==> config.mk <==
export PLATFORM = sky130hd
export DESIGN_NAME = axi_channel_event_probe
export DESIGN_NICKNAME = d
export VERILOG_FILES = /design/src/axi_probe_pkg.sv /design/src/axi_channel_event_probe.sv
export SDC_FILE = /design/constraint.sdc
export NUM_CORES = 1
export LEC_CHECK = 0
export BUFFER_PORTS_ARGS = -buffer_cell sky130_fd_sc_hd__buf_2
export CAP_MARGIN = 20
export CORE_ASPECT_RATIO = 1.75
export CORE_MARGIN = 5
export CORE_UTILIZATION = 34
export DETAILED_ROUTE_END_ITERATION = 8
export HOLD_SLACK_MARGIN = 0.12
export PLACE_DENSITY = 0.69
export SYNTH_ARGS = -nofsm -noshare
export SYNTH_HDL_FRONTEND = slang
export SYNTH_SLANG_ARGS = --single-unit
==> constraint.sdc <==
create_clock -name clk_i -period 2 [get_ports clk_i]
set_clock_uncertainty 0.15 [all_clocks]
set_input_delay 0.6 -clock clk_i [delete_from_list [all_inputs] [get_ports clk_i]]
set_output_delay 0.6 -clock clk_i [all_outputs]
set_load 0.02 [all_outputs]
==> src/axi_probe_pkg.sv <==
// Package with probe layouts, event bundles and widths for the channel event probe
package axi_probe_pkg;

  // ****************************************
  // Probe field positions
  // ****************************************
  localparam int unsigned VALID_BIT = 0;
  localparam int unsigned READY_BIT = 1;
  localparam int unsigned LAST_BIT  = 2;

  // ****************************************
  // Handshake probe codes
  // ****************************************
  localparam logic [1:0] ADDR_DONE_CODE  = 2'h3;
  localparam logic [2:0] LAST_BEAT_CODE  = 3'h7;
  localparam logic [2:0] BEAT_CODE       = 3'h3;
  localparam logic [1:0] RESP_DONE_CODE  = 2'h3;

  // ****************************************
  // Reset values and widths
  // ****************************************
  localparam int unsigned CNT_W         = 16;
  localparam logic [15:0] CNT_RST       = 16'h0000;
  localparam logic        FLAG_RST      = 1'b0;

  // Combined per-channel handshake probes
  typedef struct packed {
    logic [1:0] rd_addr;
    logic [2:0] rd_data;
    logic [1:0] wr_addr;
    logic [2:0] wr_data;
    logic [1:0] wr_resp;
  } probe_bus_t;

  // Per-cycle decoded events
  typedef struct packed {
    logic rd_addr_busy;
    logic rd_addr_done;
    logic rd_last_beat;
    logic rd_beat;
    logic wr_addr_busy;
    logic wr_addr_done;
    logic wr_last_beat;
    logic wr_beat;
    logic wr_beat_start;
    logic wr_resp;
    logic no_wr_resp;
  } event_bus_t;

endpackage : axi_probe_pkg

==> src/axi_channel_event_probe.sv <==
// Passive AXI channel handshake probe and event decoder
// Contract
// - Flag write response whenever response valid and ready are both high.
// - Report no write response when the response channel sees no handshake.
// - Read address probe: valid bit 0, ready bit 1.
// - Read data probe: valid bit 0, ready bit 1, last bit 2.
// - Write address probe: valid bit 0, ready bit 1.
// - Write data probe: valid bit 0, ready bit 1, last bit 2.
// - Write response probe: valid bit 0, ready bit 1.
// - Read address command ends when its probe equals 11.
// - Last read beat ends when read data probe equals 111.
// - Non-last read beat ends when read data probe equals 011.
// - Write address command ends when its probe equals 11.
// - Last write beat ends when write data probe equals 111.
// - Non-last write beat ends when write data probe equals 011.
// - Each channel's handshake bits share one probe so triggers can be ORed.
// - Write data group holds valid, ready, last, data and byte strobes.
// - Response group holds valid, ready, ID, code and a response count.
// - Write beat start: both high now, one of them low last cycle.
// - Read address command starts on valid, ends on valid and ready.
`timescale 1ns/1ps

module axi_channel_event_probe
  import axi_probe_pkg::*;
#(
  parameter int unsigned DATA_W = 32, // Write data width
  parameter int unsigned ID_W   = 4   // Transaction ID width
) (
  input  wire logic                clk_i,         // Monitored interface clock
  input  wire logic                rst_n_i,       // Asynchronous reset, active low
  input  wire logic                arvalid_i,     // Read address valid
  input  wire logic                arready_i,     // Read address ready
  input  wire logic                rvalid_i,      // Read data valid
  input  wire logic                rready_i,      // Read data ready
  input  wire logic                rlast_i,       // Read data last
  input  wire logic                awvalid_i,     // Write address valid
  input  wire logic                awready_i,     // Write address ready
  input  wire logic                wvalid_i,      // Write data valid
  input  wire logic                wready_i,      // Write data ready
  input  wire logic                wlast_i,       // Write data last
  input  wire logic [DATA_W-1:0]   wdata_i,       // Write data
  input  wire logic [DATA_W/8-1:0] wstrb_i,       // Write byte strobes
  input  wire logic                bvalid_i,      // Response valid
  input  wire logic                bready_i,      // Response ready
  input  wire logic [ID_W-1:0]     bid_i,         // Response ID
  input  wire logic [1:0]          bresp_i,       // Response code
  output logic                     probe_o,       // Combined address-end trigger, registered
  output probe_bus_t               probes_o,      // Per-channel handshake probes
  output event_bus_t               events_o,      // Decoded events, registered
  output logic [DATA_W-1:0]        wdata_o,       // Captured write data
  output logic [DATA_W/8-1:0]      wstrb_o,       // Captured write strobes
  output logic [ID_W-1:0]          bid_o,         // Captured response ID
  output logic [1:0]               bresp_o,       // Captured response code
  output logic [CNT_W-1:0]         resp_cnt_o     // Count of write responses
);

  // ****************************************
  // State
  // ****************************************
  typedef struct packed {
    probe_bus_t          probes;
    event_bus_t          events;
    logic                w_both_prev;
    logic [DATA_W-1:0]   wdata;
    logic [DATA_W/8-1:0] wstrb;
    logic [ID_W-1:0]     bid;
    logic [1:0]          bresp;
    logic [CNT_W-1:0]    resp_cnt;
    logic                trig;
  } state_t;

  state_t     cur;
  state_t     next_cur;
  probe_bus_t raw;

  // Pack each channel's handshake bits into one probe; inputs are read only
  always_comb begin
    raw                           = '0;
    raw.rd_addr[VALID_BIT]        = arvalid_i;
    raw.rd_addr[READY_BIT]        = arready_i;
    raw.rd_data[VALID_BIT]        = rvalid_i;
    raw.rd_data[READY_BIT]        = rready_i;
    raw.rd_data[LAST_BIT]         = rlast_i;
    raw.wr_addr[VALID_BIT]        = awvalid_i;
    raw.wr_addr[READY_BIT]        = awready_i;
    raw.wr_data[VALID_BIT]        = wvalid_i;
    raw.wr_data[READY_BIT]        = wready_i;
    raw.wr_data[LAST_BIT]         = wlast_i;
    raw.wr_resp[VALID_BIT]        = bvalid_i;
    raw.wr_resp[READY_BIT]        = bready_i;
  end

  // ****************************************
  // Event decode and capture
  // ****************************************
  // Decode from the combined probes; write beat start also uses last cycle's write handshake
  always_comb begin
    next_cur        = cur;
    next_cur.probes = raw;
    next_cur.events.rd_addr_busy  = raw.rd_addr[VALID_BIT] &&
                                    !raw.rd_addr[READY_BIT];
    next_cur.events.rd_addr_done  = (raw.rd_addr == ADDR_DONE_CODE);
    next_cur.events.rd_last_beat  = (raw.rd_data == LAST_BEAT_CODE);
    next_cur.events.rd_beat       = (raw.rd_data == BEAT_CODE);
    next_cur.events.wr_addr_busy  = raw.wr_addr[VALID_BIT] &&
                                    !raw.wr_addr[READY_BIT];
    next_cur.events.wr_addr_done  = (raw.wr_addr == ADDR_DONE_CODE);
    next_cur.events.wr_last_beat  = (raw.wr_data == LAST_BEAT_CODE);
    next_cur.events.wr_beat       = (raw.wr_data == BEAT_CODE);
    next_cur.w_both_prev          = wvalid_i && wready_i;
    next_cur.events.wr_beat_start = wvalid_i && wready_i &&
                                    !cur.w_both_prev;
    next_cur.events.wr_resp       = (raw.wr_resp == RESP_DONE_CODE);
    next_cur.events.no_wr_resp    = (raw.wr_resp != RESP_DONE_CODE);
    // Combined trigger: read or write address command end
    next_cur.trig                 = (raw.rd_addr == ADDR_DONE_CODE) ||
                                    (raw.wr_addr == ADDR_DONE_CODE);
    // Write data group captured on each accepted beat
    if (wvalid_i && wready_i) begin
      next_cur.wdata = wdata_i;
      next_cur.wstrb = wstrb_i;
    end
    // Response group captured and counted on each handshake
    if (raw.wr_resp == RESP_DONE_CODE) begin
      next_cur.bid      = bid_i;
      next_cur.bresp    = bresp_i;
      next_cur.resp_cnt = cur.resp_cnt + CNT_W'(1);
    end
  end

  // State register; sampled once per rising edge
  always_ff @(posedge clk_i or negedge rst_n_i) begin
    if (!rst_n_i) begin
      cur                   <= '0;
      cur.resp_cnt          <= CNT_RST;
      cur.events.no_wr_resp <= ~FLAG_RST;
    end else begin
      cur <= next_cur;
    end
  end

  // ****************************************
  // Outputs
  // ****************************************
  // Registered trigger, so the trigger line carries no decode glitch
  assign probe_o    = cur.trig;
  assign probes_o   = cur.probes;
  assign events_o   = cur.events;
  assign wdata_o    = cur.wdata;
  assign wstrb_o    = cur.wstrb;
  assign bid_o      = cur.bid;
  assign bresp_o    = cur.bresp;
  assign resp_cnt_o = cur.resp_cnt;
endmodule : axi_channel_event_probe

# Word level (Yosys, flattened, before mapping)
# Index checks and enable logic that the tools add are counted.
# totals
register_bits	83
inputBits	56
out_inout_bits	82
word_cells	40
# classes
addsub	1
eq_ne	8
reduce_logical	8
# op_table
op	count
$add 16x1->16 const B	1
$eq 2x2->1 const B	3
$eq 3x2->1 const B	2
$eq 3x3->1 const B	2
$logic_and 1x1->1	4
$logic_not 1->1	3
$ne 2x2->1 const B	1
$logic_or 1x1->1	1

# Logic depth before layout (Yosys ltp)
# Gate-level depths: netlist of the first run.
# logic_depth
word_depth	2
mapped_depth	5

# Worst setup path before layout of the first run
# No wires, ideal clock.
# synth_path
kind	input-to-reg
start	in wready_i
end	reg cur (netlist bit wdata_o[24])
arrival_ns	1.427
t_required_ns	1.725
setup_slack_ns	0.298
cell_stages	4
n_path_buf	2
cell_sequence	nand2_1 -> buf_2 -> buf_2 -> mux2_2
# synth_between
elab_chain_cells	1
# synth_lines
item	line	rtl
start: declaration	axi_channel_event_probe.sv:39	input wire logic wready_i,
$logic_and 1x1->1	axi_channel_event_probe.sv:119	if (wvalid_i && wready_i) begin
end signal: assignment	axi_channel_event_probe.sv:138	cur <= next_cur;
end: declaration	axi_channel_event_probe.sv:72	state_t cur;
# No other way between the ends.
# A chain may end at the register's enable or synchronous reset.

# Worst setup path in the final report of the first run
# layout_path
start	reg cur (netlist bit events_o[0])
end	out events_o[0] in the netlist's numbering
# layout_lines
item	line	rtl
end: declaration	axi_channel_event_probe.sv:49	output event_bus_t events_o,
# No word-level cell between the ends.

==> reports/results.txt, run 1 <==
Area growth syn-to-layout - 18.4%
Total vias in the final route - 1976
Warning count from the yosys run - 0
Synth Area in Adders - 0.353%
Status - completed
Seq pwr share - 41.6%
Fillers - 977
Sink Count - 83
Synth top area cells - dfrtp_1 58%, buf_4 17%, mux2_2 14%
Initial cell density of the core - 34.6%
WP buf/inv - 1
CP startpoint kind - flop
Worst-path clk slew - 0.06 ns
MaxCap Viol Count - 0
CTS Buffer Depth - 2
CTS tree - yes
RSZ-0062 raised after global routing - no
Height of the die - 145 um
DPL Wire Length - 5120 um
Initial DRC count - 20
Reg2reg end - resp_cnt_o[13]$_DFFE_PN0P_
Buffers on Ports - 137
Compound-cell area share of the yosys netlist - 0%
Sequential-to-total area share from yosys stat - 58.6%
Period utilisation layout - 86.9%
GP Congestion - 0.699
Net Sw Frac - 25.8%
Hold_sp - cur[59]$_DFF_PN0_
Post-route ant nets - 0
Fraction of layout cells with a size suffix above 1 - 60.7%
Synth Net Count - 323
Final Instance Area - 4200 sq um
Vias/cell - 4.25
Gate power share - 17.5%
Avg Inst Size Synth - 13.3 sq um
CP max stage delay - 0.51 ns
Critical Path Fanout Max - 1
Crit path from - events_o[0]$_DFF_PN1_
Slowest CP cell - dfstp_2
Drt pass-1 iters - 4
Portion of netlist area occupied by mux cells - 13.7%
Worst Hold Class - reg2reg
Fin nets - 390
Worst Hold Depth - 1
Final Hold Fails - 0
Tmin final - 1.74 ns
Drt wl/cell - 14.0 um
TNS Setup - 0 ns
Fin. max-slew vios - 0
H-tree lvl count - 3
Simple-Gate Fraction of Synth Area - 5.57%
Vias in the first global route - 2130
Max IR drop VDD - 0.722 mV
Post-Syn Instances - 266
Worst skew pair latency - 0.33 ns
Synth Area in XOR/XNOR - 3.70%
CP Cell Sequence - buf_2
Kind of critical path - reg2out
Crit path DAT - 0.99 ns
Pin count of the biggest net entering global routing - 42
I/O pin count - 138
Slew HR - 70.8%
Die W - 87.2 um
Net load switching power - 1.26 mW
Share of the synthesized area in the top cell type - 57.8%
ANT cells - 0
Hold WS - 0.248 ns
Slew @ Worst Pin - 0.438 ns
Setup violators final - 0
Power density over the cells - 1160 nW/um^2
CP endpoint kind - output pin
End of the worst hold path - events_o[2]$_DFF_PN0_
Pleak - 2.10 nW
Placed Instance Area - 3820 sq um
Die area - 12700 sq um
FMAX - 575 MHz
Post-synth cell types - 19
Syn Std Cell Area - 3550 sq um
Commonest non-fill, non-tap cells in the layout - 136 x buf_2, 82 x dfrtp_1, 43 x mux2_2
Worst EP required - 1.25 ns
Seq cells post-synth - 83
CTS Root Cell - clkbuf_16
Reg2reg path depth - 4
Initial antenna violation count - 0
Overall Global Routing Usage - 10.7%
Remaining global-route overflow - 0
Crit path max-delay family - flip-flops
Core Box Area - 10200 sq um
Cell Int Power - 3.62 mW
Largest family of logic cells by synthesized area - buffers and inverters
DRC viols - 0
Clock share of power - 40.9%
Reg2Reg Setup Slack - 0.36 ns
First-pass GRT wire length - 10600 um
Placement row count - 49
Most common cell after layout, fill and taps aside - buf_2
Setup bufs post-CTS - 0
R2R Path Start - resp_cnt_o[2]$_DFFE_PN0P_
Cts bufs inserted - 9
Drt total wl - 6500 um
Area leader, netlist - dfrtp_1
## metrics by stage
step                      utilization (%)  std cells  power (mW)  worst slack (ns)
after CTS                            41.0        465        4.97             0.239
after floorplan                         -        266        2.83             0.298
after detailed placement             37.3        448        2.93            0.0743
final                                41.0        465        4.88             0.262
after global routing                 41.0        465        5.13             0.215
after global placement               37.3        448        2.90             0.135
## state kept, by name (all words and copies together), names as in the netlist
register and cells:
probes_o 12, bid_o 4, probe_o 1, wdata_o 32, events_o 11, wstrb_o 4, cur 1, resp_cnt_o 16
bresp_o 2
## Yosys cell counts
master / n
dfrtp_1: 82
nor2b_1: 3
and4_4: 1
and4_1: 1
and2_1: 2
xnor2_1: 15
nand2_1: 7
mux2_2: 43
buf_2: 4
inv_2: 1
buf_4: 82
dfstp_2: 1
nand4_1: 6
nor2_1: 4
ha_1: 1
inv_1: 1
or2_2: 1
and3_1: 5
nand3_1: 6
## repair_timing
| item | 4_1_cts | 5_1_grt |
|---|---|---|
| hold buffers | 1 | 0 |
| endpoints found under the hold margin | 30 | 0 |
| resized for setup | 0 | 0 |
## worst register-to-register path, cell delays in order (launching register included)
cell,delay (ns)
dfrtp_1,0.41
and4_4,0.27
and4_1,0.37
nand4_1,0.17
xnor2_1,0.15
## worst max path at each step
stage,end,cells after the start
after floorplan,wdata_o[24]$_DFFE_PN0P_,4
after global placement,resp_cnt_o[15]$_DFFE_PN0P_,5
after detailed placement,resp_cnt_o[13]$_DFFE_PN0P_,5
after CTS,events_o[0],1
after global routing,resp_cnt_o[6],1
final,events_o[0],1
## power by group through the flow
stage	logic [mW]	registers (mW)	clock network (mW)
3_3_place_gp	0.855	2.05	0
2_1_floorplan	0.805	2.03	0
6_report	0.854	2.03	2.00
5_1_grt	0.927	2.06	2.14
4_1_cts	0.874	2.03	2.07
3_5_place_dp	0.872	2.06	0
## cell type report
type / count / area [sq um] / share of cell area (%)
flip-flops and latches: 83 / 2080 / 49.5
multi-input cells: 95 / 828 / 19.7
repair buffers: 142 / 753 / 17.9
clock buffers: 10 / 239 / 5.69
well taps: 127 / 159 / 3.78
clock inverters: 6 / 136 / 3.25
inverters: 2 / 7.51 / 0.179
## cell families (layout without fill, tap and decap cells)
family | Yosys count | in the layout
buf+inv | 88 | 160
flops | 83 | 83
mux | 43 | 43
simple gates | 36 | 36
xor+xnor | 15 | 15
fa+ha+maj | 1 | 1
## per-layer routing
metal  track usage (%)  up-vias  part of all wire (%)
met3              4.20        8                    10
met2              18.3       90                    53
met4              4.61        0                   1.8
met1              11.5      946                    35
li1                  -      932                     -
met5                 0        -                     0
No activity file was read; power rests on OpenSTA's default activity.
==> inputs of run 2 (changes only) <==
- BUFFER_PORTS_ARGS: -buffer_cell sky130_fd_sc_hd__buf_2 -> not set
- DONT_BUFFER_PORTS: not set -> 1
- PLACE_DENSITY: 0.69 -> 0.58
==> run 2 against run 1 <==
The flow now finishes with violations (negative hold slack). Clock-buffer cell count did not move. Total power fell by 14%. Global-route usage fell by 0.62 points. Cell count decreased by 30%. Hold slack worse by 0.43 ns. Critical path type is now reg2reg. Largest cell class unchanged.
==> reports/results.txt, run 2 (same netlist as run 1, synthesis figures left out) <==
ANT cells - 0 (unchanged)
Fraction of layout cells with a size suffix above 1 - 33.5% (-27 points)
CP endpoint kind - flop
GP Congestion - 0.754 (+7.8%)
Status - finished with violations
Worst skew pair latency - 0.33 ns (about the same)
Worst EP required - 2.06 ns (+0.81 ns)
R2R Path Start - resp_cnt_o[3]$_DFFE_PN0P_
Clock share of power - 37.2% (-3.7 points)
Period utilisation layout - 85.8% (-1.1 points)
Die area - 12700 sq um (unchanged)
Buffers on Ports - 0 (-100%)
Initial antenna violation count - 1 (+1)
CTS Buffer Depth - 2 (unchanged)
Drt total wl - 6050 um (-7.0%)
Fin. max-slew vios - 0 (unchanged)
Critical Path Fanout Max - 8 (+7)
Remaining global-route overflow - 0 (unchanged)
Gate power share - 7.6% (-9.9 points)
Failing checks - negative hold slack
CTS tree - yes
TNS Setup - 0 ns (unchanged)
DRC viols - 0 (unchanged)
First-pass GRT wire length - 9740 um (-8.4%)
MaxCap Viol Count - 0 (unchanged)
Overall Global Routing Usage - 10.1% (-0.62 points)
Initial DRC count - 39 (+95%)
RSZ-0062 raised after global routing - no
Worst-path clk slew - 0.06 ns (about the same)
Drt wl/cell - 18.5 um (+32%)
Setup violators final - 0 (unchanged)
Tmin final - 1.72 ns (-0.0212 ns)
Total vias in the final route - 1494 (-24%)
Commonest non-fill, non-tap cells in the layout - 82 x dfrtp_1, 43 x mux2_2, 15 x xnor2_1
Setup bufs post-CTS - 0 (unchanged)
Reg2Reg Setup Slack - 0.28 ns (-0.08 ns)
Core Box Area - 10200 sq um (unchanged)
Drt pass-1 iters - 4 (unchanged)
CP startpoint kind - flop
Slowest CP cell - dfrtp_1
Cell Int Power - 3.03 mW (-16%)
Power density over the cells - 1240 nW/um^2 (+6.6%)
Hold WS - -0.184 ns (-0.432 ns)
Max IR drop VDD - 0.428 mV (-41%)
DPL Wire Length - 4580 um (-11%)
Vias in the first global route - 1807 (-15%)
Slew HR - 75.1% (+4.3 points)
Sink Count - 83 (unchanged)
CTS resizes - 0 (unchanged)
CP max stage delay - 0.49 ns (-0.02 ns)
Global Route met1 Usage - 9.27% (-2.2 points)
I/O pin count - 138 (unchanged)
H-tree lvl count - 3 (unchanged)
Die W - 87.2 um (unchanged)
Fillers - 1014 (+3.8%)
Pleak - 1.48 nW (-30%)
CTS Root Cell - clkbuf_16
Vias/cell - 4.57 (+7.5%)
Height of the die - 145 um (unchanged)
Pin count of the biggest net entering global routing - 84 (+100%)
Crit path DAT - 1.77 ns (+0.78 ns)
Gr busiest metal - met2
FMAX - 583 MHz (+1.2%)
Worst Hold Class - in2async
Final Hold Fails - 82 (+82)
Seq pwr share - 55.2% (+14 points)
Net Sw Frac - 27.9% (+2.1 points)
Fin nets - 253 (-35%)
Power Total - 4.21 mW (-14%)
Met3 global-route usage - 4.08% (-0.11 points)
Kind of critical path - reg2reg
Met2 Usage GRT - 18.0% (-0.38 points)
CP Cell Sequence - and4_4 > and4_1 > nand4_1 > xnor2_1
Net load switching power - 1.17 mW (-7.0%)
Max FFs per register - 32 (unchanged)
Cts bufs inserted - 9 (unchanged)
Post-route ant nets - 0 (unchanged)
Initial cell density of the core - 34.6% (unchanged)
Area growth syn-to-layout - -4.30%
Crit path from - resp_cnt_o[3]$_DFFE_PN0P_
Placement row count - 49 (unchanged)
Slew @ Worst Pin - 0.374 ns (-0.0640 ns)
Most common cell after layout, fill and taps aside - dfrtp_1
## run 2: changes by cell type in the layout (fill, tap and decap cells not counted), sizes merged
cell,change
dlygate4sd3,-1
buf,-136
clkinvlp,+1
clkinv,+1
bufinv,-3
## run 2: stage by stage
stage          hold WS (ns)  instance area [sq um]  instances  util [%]  worst slack [ns]
6_report             -0.184                   3390        327      33.2             0.283
2_1_floorplan         0.154                   3550        266         -             0.298
3_5_place_dp          0.156                   3110        312      30.4             0.210
3_3_place_gp          0.156                   3110        312      30.4             0.225
4_1_cts              -0.203                   3390        327      33.2             0.262
5_1_grt              -0.213                   3390        327      33.2             0.175
## run 2: final timing paths
check / endpoint / depth (start not counted)
setup / recovery: resp_cnt_o[13]$_DFFE_PN0P_ / 4
hold / removal: events_o[8]$_DFF_PN0_ / 0
setup reg to reg: resp_cnt_o[13]$_DFFE_PN0P_ / 4
hold reg to reg: events_o[2]$_DFF_PN0_ / 1
max in group asynchronous: events_o[0]$_DFF_PN1_ / 0
min in group clk_i: probes_o[0]$_DFF_PN0_ / 0
## run 2: power by group through the flow
stage | registers, mW | clock network, mW | logic (mW)
after floorplan | 2.03 | 0 | 0.805
after global placement | 2.36 | 0 | 0.308
after detailed placement | 2.36 | 0 | 0.325
after CTS | 2.33 | 1.63 | 0.324
after global routing | 2.35 | 1.71 | 0.351
final | 2.32 | 1.57 | 0.318
## run 2: metal layers
layer / part of all wire (%) / vias up
met1: 30 / 752
met4: 3.0 / 2
met5: 0.20 / -
met2: 57 / 77
met3: 10 / 12
li1: - / 651
## run 2: cell type report
| cell class | instances | area (sq um) | area share (%) |
|---|---|---|---|
| inverter | 2 | 7.51 | 0.221 |
| sequential | 83 | 2080 | 61.2 |
| tap | 127 | 159 | 4.68 |
| clock inverter | 5 | 55.1 | 1.62 |
| clock buffer | 10 | 229 | 6.75 |
| timing repair buffer | 5 | 37.5 | 1.11 |
| multi-input combinational | 95 | 828 | 24.4 |
## run 2: critical path, delay by kind of cell, from the launching register on
kind,cells,cell delay [ns]
xor+xnor,1,0.16
flops,1,0.49
simple gates,3,0.80
